$ cat src/logic/bmsi_pkg.sv
// Purpose: Shared constants and types of the banked multiplexed RAM port.
// Assumes: One 250 MHz clock; all counts are in clock cycles.
// Notes:   Phase lengths are counts of whole cycles, never zero.
`default_nettype none

package bmsi_pkg;

  // Bus geometry: 16-bit bus address, byte data, split at bit 8.
  localparam int ADDR_W = 16;
  localparam int DATA_W = 8;
  localparam int HI_LSB = 8;

  // Phase timer width and the fixed phase lengths in cycles.
  localparam int         TMR_W        = 4;
  localparam logic [3:0] ALE_CYC      = 4'h2;
  localparam logic [3:0] HOLD_CYC     = 4'h1;
  localparam logic [3:0] RECOV_CYC    = 4'h1;
  localparam logic [3:0] ONE_CYC      = 4'h1;

  // Wait-state field; reset value is the slowest setting.
  localparam int         WAIT_W       = 4;
  localparam logic [3:0] WAIT_RST     = 4'hF;

  // Access sequencer states, one-hot.
  typedef enum logic [4:0] {
    ST_IDLE = 5'h01,
    ST_ADDR = 5'h02,
    ST_HOLD = 5'h04,
    ST_STRB = 5'h08,
    ST_RCOV = 5'h10
  } bmsi_state_t;

endpackage

`default_nettype wire

$ cat src/logic/bmsi_phase_if.sv
// Purpose: Carries phase-timer control between sequencer and timer.
// Assumes: Load and length are valid in the same cycle.
// Notes:   Done is high in the last cycle of a loaded phase.
`default_nettype none

interface bmsi_phase_if;
  logic                          load;
  logic [bmsi_pkg::TMR_W-1:0]    len;
  logic                          done;

  modport ctl (output load, output len, input done);
  modport tmr (input load, input len, output done);
endinterface

`default_nettype wire

$ cat src/logic/bmsi_ctrl.sv
// Purpose: Drives a multiplexed byte bus to a paged 128Kx8 static RAM.
// Assumes: Requests and settings are synchronous to clk.
// Notes:   All pin outputs are registered; settings apply while idle.
`default_nettype none

module bmsi_ctrl (
  // Clock and reset.
  input  wire logic                         clk,
  input  wire logic                         rst,
  // Settings.
  input  wire logic                         ext_port_route,
  input  wire logic                         bus_enable,
  input  wire logic                         page_cfg,
  input  wire logic [bmsi_pkg::WAIT_W-1:0]  wait_cfg,
  input  wire logic                         wait_load,
  output logic                              configured,
  // Access requests.
  input  wire logic                         req_valid,
  input  wire logic                         req_write,
  input  wire logic [bmsi_pkg::ADDR_W-1:0]  req_addr,
  input  wire logic [bmsi_pkg::DATA_W-1:0]  req_wdata,
  output logic                              req_ready,
  output logic                              req_error,
  output logic                              rsp_valid,
  output logic [bmsi_pkg::DATA_W-1:0]       rsp_rdata,
  // Memory pins.
  output logic                              mem_bus_enable_n,
  output logic                              page_select,
  output logic                              ale,
  output logic                              rd_n,
  output logic                              wr_n,
  output logic [bmsi_pkg::ADDR_W-1:8]       addr_hi,
  output logic [bmsi_pkg::DATA_W-1:0]       ad_out,
  output logic                              ad_oe,
  input  wire logic [bmsi_pkg::DATA_W-1:0]  ad_in
);

  bmsi_pkg::bmsi_state_t                 state;
  bmsi_pkg::bmsi_state_t                 next_state;
  logic [bmsi_pkg::ADDR_W-1:0]           addr_q;
  logic [bmsi_pkg::DATA_W-1:0]           wdata_q;
  logic                                  write_q;
  logic [bmsi_pkg::WAIT_W-1:0]           wait_reg;
  logic [bmsi_pkg::WAIT_W-1:0]           ws_q;

  bmsi_phase_if ph ();

  bmsi_phase_timer u_timer (
    .clk (clk),
    .rst (rst),
    .ph  (ph.tmr)
  );

  // Request decode: an access starts only once fully set up.
  logic take;
  logic access_ok;
  logic go;
  logic refuse;
  logic cfg_upd;
  assign take      = req_valid && req_ready;
  assign access_ok = ext_port_route && !mem_bus_enable_n && configured;
  assign go        = take && access_ok;
  assign refuse    = take && !access_ok;
  assign cfg_upd   = (state == bmsi_pkg::ST_IDLE) && !go;

  // Next access fields, taken straight from the request on acceptance.
  logic [bmsi_pkg::ADDR_W-1:0] next_addr;
  logic [bmsi_pkg::DATA_W-1:0] next_wdata;
  logic                        next_write;
  assign next_addr  = go ? req_addr : addr_q;
  assign next_wdata = go ? req_wdata : wdata_q;
  assign next_write = go ? req_write : write_q;

  // Sequencer: address, hold, strobe, recovery, each timed by the timer.
  always_comb begin
    next_state = state;
    case (state)
      bmsi_pkg::ST_IDLE: begin
        if (go) begin
          next_state = bmsi_pkg::ST_ADDR;
        end
      end
      bmsi_pkg::ST_ADDR: begin
        if (ph.done) begin
          next_state = bmsi_pkg::ST_HOLD;
        end
      end
      bmsi_pkg::ST_HOLD: begin
        if (ph.done) begin
          next_state = bmsi_pkg::ST_STRB;
        end
      end
      bmsi_pkg::ST_STRB: begin
        if (ph.done) begin
          next_state = bmsi_pkg::ST_RCOV;
        end
      end
      bmsi_pkg::ST_RCOV: begin
        if (ph.done) begin
          next_state = bmsi_pkg::ST_IDLE;
        end
      end
      default: begin
        next_state = bmsi_pkg::ST_IDLE;
      end
    endcase
  end

  // Phase lengths; the strobe stretches by the latched wait states.
  logic in_addr;
  logic in_hold;
  logic in_strb;
  logic in_rcov;
  assign in_addr  = next_state == bmsi_pkg::ST_ADDR;
  assign in_hold  = next_state == bmsi_pkg::ST_HOLD;
  assign in_strb  = next_state == bmsi_pkg::ST_STRB;
  assign in_rcov  = next_state == bmsi_pkg::ST_RCOV;
  assign ph.load  = (state != next_state) &&
                    (next_state != bmsi_pkg::ST_IDLE);
  assign ph.len   = in_addr ? bmsi_pkg::ALE_CYC - bmsi_pkg::ONE_CYC :
                    in_hold ? bmsi_pkg::HOLD_CYC - bmsi_pkg::ONE_CYC :
                    in_strb ? ws_q :
                    bmsi_pkg::RECOV_CYC - bmsi_pkg::ONE_CYC;

  // Pin values for the next cycle.
  logic next_ale;
  logic next_rd_n;
  logic next_wr_n;
  logic next_ad_oe;
  logic [bmsi_pkg::DATA_W-1:0] next_ad_out;
  logic last_read;
  assign next_ale    = in_addr;
  assign next_rd_n   = !(in_strb && !next_write);
  assign next_wr_n   = !(in_strb && next_write);
  assign next_ad_oe  = in_addr || in_hold ||
                       ((in_strb || in_rcov) && next_write);
  assign next_ad_out = (in_addr || in_hold) ?
                       next_addr[bmsi_pkg::HI_LSB-1:0] : next_wdata;
  assign last_read   = (state == bmsi_pkg::ST_STRB) && ph.done && !write_q;

  // State and captured request; the wait count is frozen per access.
  always_ff @(posedge clk or posedge rst) begin
    if (rst) begin
      state   <= bmsi_pkg::ST_IDLE;
      addr_q  <= '0;
      wdata_q <= '0;
      write_q <= 1'b0;
      ws_q    <= bmsi_pkg::WAIT_RST;
    end else begin
      state   <= next_state;
      addr_q  <= next_addr;
      wdata_q <= next_wdata;
      write_q <= next_write;
      if (go) begin
        ws_q <= wait_reg;
      end
    end
  end

  // Wait-state setting; accesses are refused until it has been loaded.
  always_ff @(posedge clk or posedge rst) begin
    if (rst) begin
      wait_reg   <= bmsi_pkg::WAIT_RST;
      configured <= 1'b0;
    end else if (wait_load) begin
      wait_reg   <= wait_cfg;
      configured <= 1'b1;
    end
  end

  // Bus enable and page only change between accesses, so the RAM never
  // sees its chip enable or top address bit move under a strobe.
  always_ff @(posedge clk or posedge rst) begin
    if (rst) begin
      mem_bus_enable_n <= 1'b1;
      page_select      <= 1'b0;
    end else if (cfg_upd) begin
      mem_bus_enable_n <= !bus_enable;
      page_select      <= page_cfg;
    end
  end

  // Pin drivers.
  always_ff @(posedge clk or posedge rst) begin
    if (rst) begin
      ale     <= 1'b0;
      rd_n    <= 1'b1;
      wr_n    <= 1'b1;
      ad_oe   <= 1'b0;
      ad_out  <= '0;
      addr_hi <= '0;
    end else begin
      ale     <= next_ale;
      rd_n    <= next_rd_n;
      wr_n    <= next_wr_n;
      ad_oe   <= next_ad_oe;
      ad_out  <= next_ad_out;
      addr_hi <= next_addr[bmsi_pkg::ADDR_W-1:bmsi_pkg::HI_LSB];
    end
  end

  // Handshake and read data; data is caught in the last strobe cycle.
  always_ff @(posedge clk or posedge rst) begin
    if (rst) begin
      req_ready <= 1'b0;
      req_error <= 1'b0;
      rsp_valid <= 1'b0;
      rsp_rdata <= '0;
    end else begin
      req_ready <= next_state == bmsi_pkg::ST_IDLE;
      req_error <= refuse;
      rsp_valid <= last_read;
      if (last_read) begin
        rsp_rdata <= ad_in;
      end
    end
  end

  // Helper for the checks below: cycles the current strobe has lasted.
  logic       strobe;
  logic [4:0] low_cnt;
  assign strobe = !rd_n || !wr_n;
  always_ff @(posedge clk or posedge rst) begin
    if (rst) begin
      low_cnt <= '0;
    end else begin
      low_cnt <= strobe ? low_cnt + 5'h01 : 5'h00;
    end
  end
endmodule

`default_nettype wire

$ cat src/logic/bmsi_phase_timer.sv
// Purpose: Counts the length of one access phase.
// Assumes: A load of len gives a phase of len plus one cycles.
// Notes:   Done is decoded from flops, so it is glitch free inside.
`default_nettype none

module bmsi_phase_timer (
  // Clock and reset.
  input  wire logic clk,
  input  wire logic rst,
  // Timer control.
  bmsi_phase_if.tmr ph
);

  logic [bmsi_pkg::TMR_W-1:0] cnt;
  logic                       running;

  // Done fires once the count reaches zero in an armed phase.
  assign ph.done = running && (cnt == '0);

  // Reload wins over expiry so phases may follow back to back.
  always_ff @(posedge clk or posedge rst) begin
    if (rst) begin
      cnt     <= '0;
      running <= 1'b0;
    end else if (ph.load) begin
      cnt     <= ph.len;
      running <= 1'b1;
    end else if (ph.done) begin
      running <= 1'b0;
    end else if (running) begin
      cnt     <= cnt - 1'b1;
    end
  end

endmodule

`default_nettype wire

$ cat config.mk
export PLATFORM = sky130hd
export DESIGN_NAME = bmsi_ctrl
export DESIGN_NICKNAME = d
export VERILOG_FILES = /design/src/logic/bmsi_pkg.sv /design/src/logic/bmsi_phase_if.sv /design/src/logic/bmsi_ctrl.sv /design/src/logic/bmsi_phase_timer.sv
export SDC_FILE = /design/constraint.sdc
export NUM_CORES = 1
export LEC_CHECK = 0
export ABC_AREA = 1
export BUFFER_PORTS_ARGS = -buffer_cell sky130_fd_sc_hd__buf_2
export CAP_MARGIN = 30
export CORE_ASPECT_RATIO = 0.5
export CORE_MARGIN = 2
export CORE_UTILIZATION = 40
export CTS_CLUSTER_SIZE = 28
export DETAILED_ROUTE_END_ITERATION = 8
export SKIP_CTS_REPAIR_TIMING = 1
export SLEW_MARGIN = 20
export SYNTH_ARGS = -nofsm -noshare
export SYNTH_HDL_FRONTEND = slang
export SYNTH_HIERARCHICAL = 1
export SYNTH_SLANG_ARGS = --single-unit
$ cat constraint.sdc
create_clock -name clk -period 3.15 [get_ports clk]
set_input_delay 0.1575 -clock clk [delete_from_list [all_inputs] [get_ports clk]]
set_output_delay 0.1575 -clock clk [all_outputs]
set_load 0.02 [all_outputs]
Word-level counts from Yosys, hierarchy flattened --
Cells that the tools add are included.
Storage, ports and cells: word-level logic and storage cells 81, bits of input ports 44, memories 0, memory bits (read-only) 0, latch bits 0, bits in writable memories 0, register bits after elaboration 77
Operators by class: shifts and indexed selects 0, order comparisons 0, reductions and logical operators 28, bitwise operators 0, $add $sub $neg 1, div/mod/pow operators 0, mux-type cells 18, equality and inequality tests 13, multipliers 0
Operators by type and width (count):
- $mux 5 | 5
- $pmux 5 s5 | 1
- $mux 4 | 6
- $mux 16 | 1
- $mux 8 | 2
- $logic_and 1x1->1 | 13
- $eq 5x1->1 const B | 2
- $eq 5x2->1 const B | 2
- $eq 5x3->1 const B | 2
- $eq 5x4->1 const B | 2
- $eq 5x5->1 const B | 2
- $logic_not 1->1 | 8
- $ne 5x1->1 const B | 1
- $ne 5x5->1 | 1
- $logic_not 4->1 | 1
- $reduce_bool 2->1 | 2
- $sub 4x1->4 const B | 1
- $logic_or 1x1->1 | 3
- $mux 1 | 3
- $ne 2x2->1 const B | 1
- $reduce_and 2->1 | 1

Depth between registers and ports, before layout --
Gate-level depths: netlist (run 1).
depth in word-level cells 11, gate-level depth with buffers 17

Hierarchy --
The synthesis (run 1) kept the hierarchy.
By module, submodules not included:
- bmsi_ctrl | area an instance 2800.2 um2, sequential area each 1616.6 um2, times used 1, cells an instance 305
- bmsi_phase_timer | area an instance 327.8 um2, sequential area each 125.1 um2, times used 1, cells an instance 46

Worst setup path before layout (run 1) --
OpenSTA, ideal clock, no wires.
path kind reg-to-reg, start register u_timer/cnt[0] (netlist name), end register u_timer/cnt[2] (netlist name), setup slack 0.891 ns, path buffers 0, required time 3.034 ns, data arrival time 2.142 ns, stages on the path, launching flop included 16, cell sequence dfrtp_1 inv_1 ha_1 nand2_2 nor2_1 inv_1 nand4_1 nand3_1 nand3_1 nor2_1 nor2_1 inv_2 nand3_1 nand2_1 clkinv_1 nand2_1
RTL lines:
- from (decl) | RTL line bmsi_phase_timer.sv:14 | logic [bmsi_pkg::TMR_W-1:0] cnt;
- from (signal assigned) | RTL line bmsi_phase_timer.sv:26 | cnt <= ph.len;
- from (signal assigned) | RTL line bmsi_phase_timer.sv:31 | cnt <= cnt - 1'b1;
- $logic_not 4->1 (*) | RTL line bmsi_phase_timer.sv:18 | assign ph.done = running && (cnt == '0);
- $logic_and 1x1->1 (*) | RTL line bmsi_phase_timer.sv:18
- named net ph.done | RTL line bmsi_phase_if.sv:9 | logic done;
- $mux 5, on equally long branches
- $pmux 5 s5 (*) | RTL line bmsi_ctrl.sv:77 | case (state)
- $ne 5x5->1 or $ne 5x1->1 (tied branches) | RTL line bmsi_ctrl.sv:118, bmsi_ctrl.sv:119
- $logic_and 1x1->1 (*) | RTL line bmsi_ctrl.sv:118 | assign ph.load = (state != next_state) &&
- named net ph.load | RTL line bmsi_phase_if.sv:7 | logic load;
- $ne 2x2->1 (no line) or $reduce_bool 2->1 (tied branches)
- $reduce_and 2->1 (no line)
Mark *: on every way through the listed nets, which the timed path passes. The rest lies on a longest branch. The select of a mux whose other input is x is not followed. A chain may end at the register's enable or synchronous reset.

Final worst setup path (run 1) --
Same ends and word-level chain as after synthesis.

==> out/results.tsv, run 1 <==
stage	metric	value	unit
run_status	status	completed	
sta	Hold WS	0.02702	ns
global_route	grt peak-use layer	met2	
sta	Slew HR	49.78	%
sta	RSZ-0062 raised after global routing	false	
logic_synthesis	register area share after synthesis	55.68	%
pwr	peak supply drop	394.5	uV
global_route	Total Routing Usage GR	15.63	%
floorplanning	die span in y	66.53	microns
pwr	Total Power	3.406	mW
global_route	M2 GR Usage	24.47	%
placed_design	Placement Cell Area	3548	sq um
cells_and_area	most frequent cells in the layout	nand2_1 (139), buf_2 (77), dfrtp_1 (57), inv_1 (27), nor2_1 (21)	
cells_and_area	Finished Cell Area	3860	sq um
critical_path	critical path endpoint	u_timer/cnt[2]	
routing	drt first-iter violations	72	
logic_synthesis	Syn Nets	397	
global_route	gr ovfl total	0	
global_route	initial antenna violation count	0	
routing	DR DRC count	0	
routing	vias per inst	4.311	
logic_synthesis	YS warnings	6	
sta	Slew @ Worst Pin	0.7523	ns
routing	drt wl/cell	11.09	microns
cells_and_area	share of cells above drive strength 1	33.10	%
sta	Final Max Slew Viols	0	
clocking	CTS H-Tree Depth	3	
cells_and_area	nets@finish	474	
cells_and_area	Ant. Diodes	0	
cells_and_area	multi-input logic area	1119	sq um
critical_path	CP Depth	15	
critical_path	CP Capture Type	register	
logic_synthesis	Cells after Synth	351	
routing	post-route ant nets	0	
floorplanning	Ports	78	
critical_path	Setup crit start kind	register	
floorplanning	DIE AREA	8586	sq um
pwr	Pwr Density	882.4	nW/um^2
critical_path	critical setup path kind	register to register	
critical_path	critical path's slowest cell	dfrtp_1	
logic_synthesis	Post-Synthesis Cell Area	3128	sq um
logic_synthesis	post-synth cell types	35	
cells_and_area	Syn-to-layout area delta	23.40	%
placed_design	RD Place Congestion	0.8472	
floorplanning	Die X	129.1	microns
cells_and_area	Fill cells	761	
floorplanning	core area	7460	sq um
logic_synthesis	ys async rst share	100.0	%
clocking	Worst-path clk slew	0.05	ns
sta	Setup-failing EPs final	0	
sta	fin crit share	80.49	%
hold_path	hold_sp	req_addr[12]	
sta	Max Clk Rate	394.4	MHz
critical_path	Worst Path Arrival	2.74	ns
critical_path	Crit Path Max Fanout	8	
critical_path	CP required	3.36	ns
critical_path	crit-path max cell delay	0.39	ns
critical_path	critical path's top delay family	simple AND/OR/NAND/NOR gates	
cells_and_area	commonest non-fill, non-tap cell in the layout	nand2_1	
pwr	Leak	2.014	nW
routing	Pre-antenna DRT Iters	4	
clocking	CTS Buffer Depth	2	
floorplanning	placement row count	22	
placed_design	input/output buffers	77	
clocking	CTS Buf Count	9	
critical_path	crit path buf inv count	4	
critical_path	RR Endpoint	u_timer/cnt[2]	
cells_and_area	Reg area	1742	sq um
logic_synthesis	Syn Area/Cell	8.912	sq um
hold_path	Worst Hold Class	primary input to register	
sta	setup_tns	0	ns
routing	detailed-route via count	2328	
flow_run	Max-cap violations	0	
logic_synthesis	Yosys reg bits	69	
routing	drt total wl	5990	microns
global_route	number of global-route vias before repair	2203	
critical_path	reg-to-reg slack, setup	0.61	ns
global_route	largest net degree at the start of global routing	37	
sta	final setup skew	0.008355	ns
global_route	met1 Use GR	20.39	%
placed_design	DP HPWL	4236	microns
critical_path	worst path cell trace	inv_1, ha_1, nand2_2, nor2_1, inv_1, nand4_1, nand3_1, nand3_1, nor2_1, nor2_1, inv_2, nand3_1, nand2_1, clkinv_1, nand2_1	
sta	final hold vios	0	
critical_path	R2R depth	15	
logic_synthesis	Post-synth EDFFs	0	
clocking	CTS sink cnt	69	
critical_path	Worst R2R Start	u_timer/cnt[0]	
critical_path	CP startpoint	u_timer/cnt[0]	
clocking	clk root buf	clkbuf_16	
clocking	CTS tree	built	
global_route	M3 GR Usage	4.980	%
sta	Tmin final	2.535	ns
floorplanning	Initial Util	41.93	%
logic_synthesis	Top FF cell, synth	dfrtp_1	
clocking	Worst-Skew Late Latency	0.33	ns
global_route	first-pass GRT wire length	10170	microns
## power breakdown
| group | total, mW | switching (mW) | internal, mW |
|---|---|---|---|
| logic | 1.07 | 0.688 | 0.387 |
| clock network | 0.972 | 0.345 | 0.627 |
| registers | 1.36 | 0.139 | 1.22 |
| total | 3.41 | 1.17 | 2.23 |
## synthesized netlist by cell type, types with 2 or more instances
cell      number  share of area, %
and2_1         8               1.6
buf_2          4              0.64
buf_4          9               2.2
clkinv_1       2              0.24
dfrtp_1       57                46
dfstp_2       12                10
ha_1           2              0.80
inv_1         28               3.4
inv_2          7              0.84
nand2_1      139                17
nand2_2        3              0.60
nand2_4        2              0.72
nand3_1       11               1.8
nand4_1        2              0.40
nor2_1        21               2.5
nor2_2         3              0.60
nor2_4         3               1.1
o21ai_0       11               1.8
o21ai_1        2              0.32
o21ai_2        9               2.5
or2_2          2              0.40
## metrics by stage
step / setup slack (ns) / util [%] / cells
6_report: 0.6146 / 51.74 / 540
5_1_grt: 0.3817 / 51.74 / 540
4_1_cts: 0.6222 / 51.48 / 538
3_5_place_dp: 0.6233 / 47.57 / 523
3_3_place_gp: 0.6873 / 47.57 / 523
2_1_floorplan: 0.8915 / - / 351
## routing by layer
| metal | part of all wire, % | vias up |
|---|---|---|
| met3 | 4.9 | 10 |
| met4 | 1.3 | 0 |
| li1 | - | 1216 |
| met5 | 0 | - |
| met2 | 44 | 56 |
| met1 | 50 | 1046 |
## worst min-delay path: cells and delay by family
family,cells,cell delay [ns]
buffers and inverters,1,0.07
and+or+nand+nor,2,0.09
## how the worst min path moves through the flow
stage / endpoint / slack, ns / cells after the start
after floorplan: u_timer/cnt[0] / -0.06 / 1
after global routing: addr_hi[15] / 0.03 / 3
after CTS: u_timer/cnt[1] / -0.26 / 2
final: addr_hi[12] / 0.03 / 3
after global placement: u_timer/cnt[3] / 0.1 / 2
after detailed placement: u_timer/cnt[1] / 0.09 / 2
## cell families (layout without fill, tap and decap cells)
group | after synthesis | count (layout) | synth area share [%]
simple gates | 200 | 200 | 29.08
xor+xnor | 1 | 1 | 0.2801
fa+ha+maj | 2 | 2 | 0.7999
flops | 69 | 69 | 55.68
buf+inv | 54 | 135 | 8.560
compound gates | 25 | 25 | 5.600
## final cells by class
cell class	count	share of cell area, %
clock buffer	11	6.289
clock inverter	4	1.264
inverter	38	3.760
multi-input combinational	228	28.98
sequential	69	45.12
tap	108	3.501
timing repair buffer	82	11.09
Note: power is estimated with default switching activity, not from simulation.
==> run 2: changes to the inputs <==
ABC_AREA = 0   (was 1)
clock period = 2.4 ns   (was 3.15 ns; I/O delays follow)
==> run 2 against run 1 <==
  * The flow now finishes with violations (negative setup slack)
  * Utilization increased by 3.7 points
  * Sequential share of layout area decreased by 2.4 points
  * Sequential power increased by 27%
  * Non-clock buffer count increased by 22
  * Critical path depth decreased by 5
  * Cell count decreased by 22%
  * Largest cell class unchanged
  * Largest power group unchanged
==> out/results.tsv, run 2 <==
stage	metric	value	unit
sta	Slew @ Worst Pin	0.8141	ns
clocking	CTS H-Tree Depth	3	
cells_and_area	Layout Cells excl Fill	422	
floorplanning	DIE AREA	8363	sq um
critical_path	Crit Path Max Fanout	5	
critical_path	Worst Path Arrival	2.85	ns
critical_path	Setup crit start kind	register	
clocking	CTS Buf Count	9	
placed_design	input/output buffers	77	
sta	final worst slack	-0.1834	ns
sta	Max Clk Rate	387.1	MHz
placed_design	RD Place Congestion	0.7995	
floorplanning	placement row count	22	
cells_and_area	Ant. Diodes	0	
global_route	gr ovfl total	0	
cells_and_area	commonest non-fill, non-tap cell in the layout	buf_2	
critical_path	reg-to-reg slack, setup	-0.18	ns
logic_synthesis	Synth area leaders	dfrtp_1 (47%), mux2_2 (19%), dfstp_2 (10%), buf_4 (2.2%), a2111oi_4 (1.8%)	
clocking	Worst-path clk slew	0.06	ns
global_route	Total Routing Usage GR	15.51	%
floorplanning	Ports	78	
clocking	CTS Buffer Depth	2	
sta	RSZ-0062 raised after global routing	true	
logic_synthesis	ys async rst share	100.0	%
sta	final hold vios	0	
routing	detailed-route via count	2031	
logic_synthesis	top cells by count, synth	dfrtp_1 (57), mux2_2 (50), dfstp_2 (12)	
logic_synthesis	Syn Nets	271	
logic_synthesis	post-synth cell types	46	
clocking	clk root buf	clkbuf_16	
pwr	Leak	1.842	nW
cells_and_area	multi-input logic area	1235	sq um
pwr	peak supply drop	618.8	uV
global_route	largest net degree at the start of global routing	44	
routing	Pre-antenna DRT Iters	4	
routing	DR DRC count	0	
logic_synthesis	Post-Synthesis Cell Area	3043	sq um
clocking	CTS tree	built	
logic_synthesis	post-synth top area share	46.88	%
floorplanning	Die X	127.3	microns
logic_synthesis	register area share after synthesis	57.24	%
pwr	Pwr Density	1090	nW/um^2
global_route	number of global-route vias before repair	2046	
clocking	CTS sink cnt	69	
floorplanning	die span in y	65.68	microns
logic_synthesis	Post-synth EDFFs	0	
logic_synthesis	Cells after Synth	225	
logic_synthesis	area leader, netlist	dfrtp_1	
logic_synthesis	Yosys reg bits	69	
global_route	first-pass GRT wire length	9722	microns
routing	vias per inst	4.813	
cells_and_area	most frequent cells in the layout	buf_2 (77), dfrtp_1 (57), mux2_2 (50), buf_4 (23), dfstp_2 (12)	
clocking	Worst-Skew Late Latency	0.33	ns
run_status	status	complete, but fails checks	
routing	drt total wl	5875	microns
cells_and_area	Reg area	1742	sq um
routing	drt first-iter violations	59	
floorplanning	core area	7350	sq um
sta	Setup-failing EPs final	20	
sta	Final Max Slew Viols	0	
placed_design	DP HPWL	4191	microns
sta	Tmin final	2.583	ns
logic_synthesis	YS warnings	6	
cells_and_area	Fill cells	629	
sta	Slew HR	45.15	%
run_status	failing checks	negative setup slack	
floorplanning	Initial Util	41.40	%
critical_path	CP Capture Type	register	
global_route	initial antenna violation count	0	
cells_and_area	share of cells above drive strength 1	63.80	%
pwr	Total Power	4.442	mW
logic_synthesis	Top FF cell, synth	dfrtp_1	
placed_design	placed cells	397	
logic_synthesis	most common cell in the netlist	dfrtp_1	
cells_and_area	nets@finish	367	
flow_run	Max-cap violations	0	
sta	final setup skew	0.005459	ns
routing	post-route ant nets	0	
critical_path	critical setup path kind	register to register	
sta	fin crit share	107.6	%
hold_path	Worst Hold Class	primary input to register	
critical_path	CP required	2.67	ns
logic_synthesis	Syn Area/Cell	13.52	sq um
routing	drt wl/cell	13.92	microns
cells_and_area	Syn-to-layout area delta	33.96	%
==> run 2: cell types whose count changed in the layout (fill, tap and decap cells not counted), moves of 5 or more <==
cell	previous run	this run
nand3_1	11	1
o21ai_2	9	0
buf_4	3	23
inv_2	8	3
mux2_2	0	50
inv_1	27	5
o21ai_0	11	5
nor2_1	21	6
nand2_1	139	8
==> run 2: kinds of logic (layout without fill, tap and decap cells) <==
| logic type | Yosys count | after routing | share of synthesized area, % |
|---|---|---|---|
| multiplexers | 51 | 51 | 18.83 |
| AO/OA/AOI/OAI | 27 | 28 | 7.648 |
| AND/OR/NAND/NOR | 47 | 47 | 9.992 |
| flip-flops | 69 | 69 | 57.24 |
| XOR/XNOR | 1 | 1 | 0.2879 |
| buffers and inverters | 28 | 128 | 5.181 |
| adder cells (fa/ha/maj) | 2 | 2 | 0.8222 |
==> run 2: path summary, 6_finish.rpt <==
| check | from | endpoint | cells past startpoint |
|---|---|---|---|
| worst max-delay path | u_timer/cnt[0] | u_timer/cnt[3] | 10 |
| worst min-delay path | req_addr[13] | addr_hi[13] | 2 |
| worst max register to register | u_timer/cnt[0] | u_timer/cnt[3] | 10 |
| worst min register to register | wdata_q[6] | wdata_q[6] | 1 |
| max in group asynchronous | rst | wait_reg[0] | 4 |
| min in group asynchronous | rst | u_timer/cnt[1] | 3 |
==> run 2: metal layers <==
| layer | share of wire, % | GRT usage, % |
|---|---|---|
| met1 | 44 | 18.96 |
| met2 | 47 | 24.06 |
| met3 | 5.9 | 5.863 |
| met4 | 2.5 | 8.379 |
| met5 | 0 | 0 |
==> run 2: through the flow <==
stage	hold slack, ns	setup TNS [ns]	utilization [%]	setup slack (ns)	instance area [sq um]
2_1_floorplan	-0.1015	-1.818	-	-0.2493	3082
3_3_place_gp	0.04785	-0.6822	49.13	-0.08264	3611
3_5_place_dp	0.04542	-1.924	49.13	-0.2452	3611
4_1_cts	-0.3171	-2.240	53.64	-0.2590	3943
5_1_grt	0.01459	-3.342	55.46	-0.2834	4076
6_report	0.01789	-1.341	55.46	-0.1834	4076
==> run 2: worst max-delay path, cell delays in order (launching register included) <==
cell,delay [ns]
dfrtp_1,0.39
inv_2,0.09
ha_4,0.14
or3b_4,0.39
nor2_4,0.13
or3b_4,0.40
nor4b_4,0.30
a31o_4,0.19
a21oi_4,0.06
nor3_2,0.26
a221o_1,0.17
==> run 2: where the power goes <==
part / switching, mW / leakage, nW / internal (mW) / total [mW]
sequential: 0.157 / 0.808 / 1.57 / 1.73
combinational: 0.639 / 0.878 / 0.631 / 1.27
clock: 0.518 / 0.156 / 0.926 / 1.44
==> run 2: area by class of cell <==
cell class	instances	share of cell area, %
Inverter	8	0.7366
Sequential cell	69	42.73
Timing Repair Buffer	104	15.16
Clock buffer	9	5.525
Tap cell	96	2.947
Clock inverter	7	2.609
Multi-Input combinational cell	129	30.29
==> run 3: changes to the inputs <==
TNS_END_PERCENT = 1   (was not set)
clock period = 2.7 ns   (was 2.4 ns; I/O delays follow)
==> run 3 against run 2 <==
  * The run now ends clean
  * Combinational power down 22%
  * Non-clock buffer count down 19
  * Global-route usage down 0.22 points
  * Critical path depth down 1
  * Fmax down 1.4%
  * Setup slack better by 0.26 ns
  * Worst hold slack better by 0.015 ns
  * Total power down 14%
  * Critical path type unchanged
  * Highest routed layer unchanged
==> out/results.tsv, run 3 (synthesis results as in run 2) <==
stage	metric	value	unit
sta	Tmin final	2.620	ns
critical_path	Worst Path Arrival	2.83	ns
clocking	CTS tree	built	
sta	Final Max Slew Viols	0	
hold_path	hold_sp	ad_in[0]	
routing	DR DRC count	0	
pwr	Comb pwr share	26.0	%
global_route	largest net degree at the start of global routing	34	
global_route	number of global-route vias before repair	1934	
global_route	initial antenna violation count	0	
pwr	Switch Pwr	1.091	mW
critical_path	Crit Path Max Fanout	10	
pwr	Switching Share	28.54	%
critical_path	Setup crit start kind	register	
global_route	Total Routing Usage GR	15.29	%
global_route	first-pass GRT wire length	9508	microns
placed_design	placed cells	384	
sta	RSZ-0062 raised after global routing	true	
hold_path	Worst Hold Class	primary input to register	
critical_path	RR Endpoint	u_timer/cnt[3]	
critical_path	Worst R2R Start	u_timer/cnt[1]	
clocking	Worst-Skew Late Latency	0.33	ns
floorplanning	Die X	127.3	microns
clocking	CTS Buffer Depth	2	
placed_design	DP Worst Slack	0.002125	ns
clocking	CTS H-Tree Depth	3	
sta	final setup skew	0.006577	ns
global_route	gr ovfl total	0	
routing	drt wl/cell	14.60	microns
placed_design	Placement Cell Area	3492	sq um
routing	Pre-antenna DRT Iters	4	
clocking	CTS Buf Count	9	
sta	final hold vios	0	
sta	Max Clk Rate	381.7	MHz
floorplanning	Initial Util	41.40	%
critical_path	reg-to-reg slack, setup	0.08	ns
sta	final worst slack	0.08007	ns
cells_and_area	nets@finish	347	
floorplanning	core area	7350	sq um
run_status	status	completed	
flow_run	Max-cap violations	0	
pwr	Total Power	3.824	mW
cells_and_area	Finished Cell Area	3867	sq um
floorplanning	placement row count	22	
sta	Hold WS	0.03320	ns
cells_and_area	share of cells above drive strength 1	60.13	%
sta	Setup-failing EPs final	0	
pwr	Sequential Power Share	40.7	%
floorplanning	Ports	78	
critical_path	CP Capture Type	register	
cells_and_area	commonest non-fill, non-tap cell in the layout	buf_2	
pwr	peak supply drop	594.4	uV
pwr	Pwr Density	988.8	nW/um^2
clocking	CTS sink cnt	69	
pwr	Leak	1.747	nW
critical_path	CP required	2.91	ns
placed_design	DP HPWL	4095	microns
critical_path	R2R depth	9	
placed_design	RD Place Congestion	0.8087	
routing	detailed-route via count	1952	
critical_path	critical setup path kind	register to register	
sta	Slew @ Worst Pin	0.7188	ns
clocking	Worst-path clk slew	0.05	ns
routing	drt total wl	5869	microns
cells_and_area	most frequent cells in the layout	buf_2 (77), dfrtp_1 (57), mux2_2 (50), dfstp_2 (12), clkbuf_16 (9)	
cells_and_area	Syn-to-layout area delta	27.10	%
placed_design	input/output buffers	77	
pwr	Internal	2.733	mW
hold_path	WHS Path Cells	2	
clocking	clk root buf	clkbuf_16	
routing	post-route ant nets	0	
routing	drt first-iter violations	64	
sta	Slew HR	52.01	%
cells_and_area	Ant. Diodes	0	
sta	fin crit share	97.03	%
floorplanning	die span in y	65.68	microns
hold_path	WHS Endpoint	rsp_rdata[0]	
floorplanning	DIE AREA	8363	sq um
cells_and_area	Layout Cells excl Fill	402	
pwr	Clk pwr share	33.3	%
routing	vias per inst	4.856	
## run 3: changes by cell type in the layout (fill, tap and decap cells not counted), sizes merged
| cell | before | now |
|---|---|---|
| clkbuf | 9 | 12 |
| inv | 11 | 8 |
| buf | 102 | 83 |
| clkinv | 0 | 2 |
| a21oi | 7 | 6 |
| clkinvlp | 2 | 0 |
## run 3: area by class of cell
class | count | area (sq um)
well taps | 96 | 120.1
clock buffers | 12 | 256.5
inverters | 8 | 30.03
flip-flops and latches | 69 | 1742
multi-input cells | 128 | 1186
clock inverters | 4 | 70.07
fillers | 649 | 3482
repair buffers | 85 | 462.9
## run 3: layer usage
metal,global-route usage [%],share of wire [%],vias up
li1,-,-,936
met1,18.39,43,972
met2,24.87,51,38
met3,5.863,5.2,6
met4,6.593,1.1,0
met5,0,0,-
## run 3: power by group through the flow
stage	logic, mW	registers [mW]	clock network, mW
floorplan	0.697	1.63	0
global placement	0.948	1.56	0
detailed placement	0.979	1.57	0
CTS	0.984	1.56	1.30
global route	1.09	1.61	1.34
finish	0.994	1.56	1.27
## run 3: worst max path at each step
stage | cells past startpoint | from | slack, ns | to
after detailed placement | 9 | u_timer/cnt[1] | 0.002 | u_timer/cnt[3]
after CTS | 9 | u_timer/cnt[1] | -0.01 | u_timer/cnt[3]
final | 9 | u_timer/cnt[1] | 0.08 | u_timer/cnt[3]
after floorplan | 12 | u_timer/cnt[0] | 0.04 | u_timer/cnt[3]
after global placement | 9 | u_timer/cnt[1] | 0.1 | u_timer/cnt[3]
after global routing | 10 | u_timer/cnt[1] | -0.04 | u_timer/cnt[3]
## run 3: stage by stage
step | setup TNS [ns] | util, %
finish | 0 | 52.62
global route | -0.1271 | 52.62
CTS | -0.01447 | 51.96
detailed placement | 0 | 47.51
global placement | 0 | 47.51
floorplan | 0 | -
## run 3: worst max-delay path, stage by stage, from the launching register on
cell	delay [ns]
dfrtp_1	0.40
inv_1	0.09
ha_1	0.19
or3b_4	0.41
nor2_4	0.15
or3b_4	0.40
nor4b_2	0.26
a31o_2	0.18
a21oi_2	0.09
a221o_1	0.35
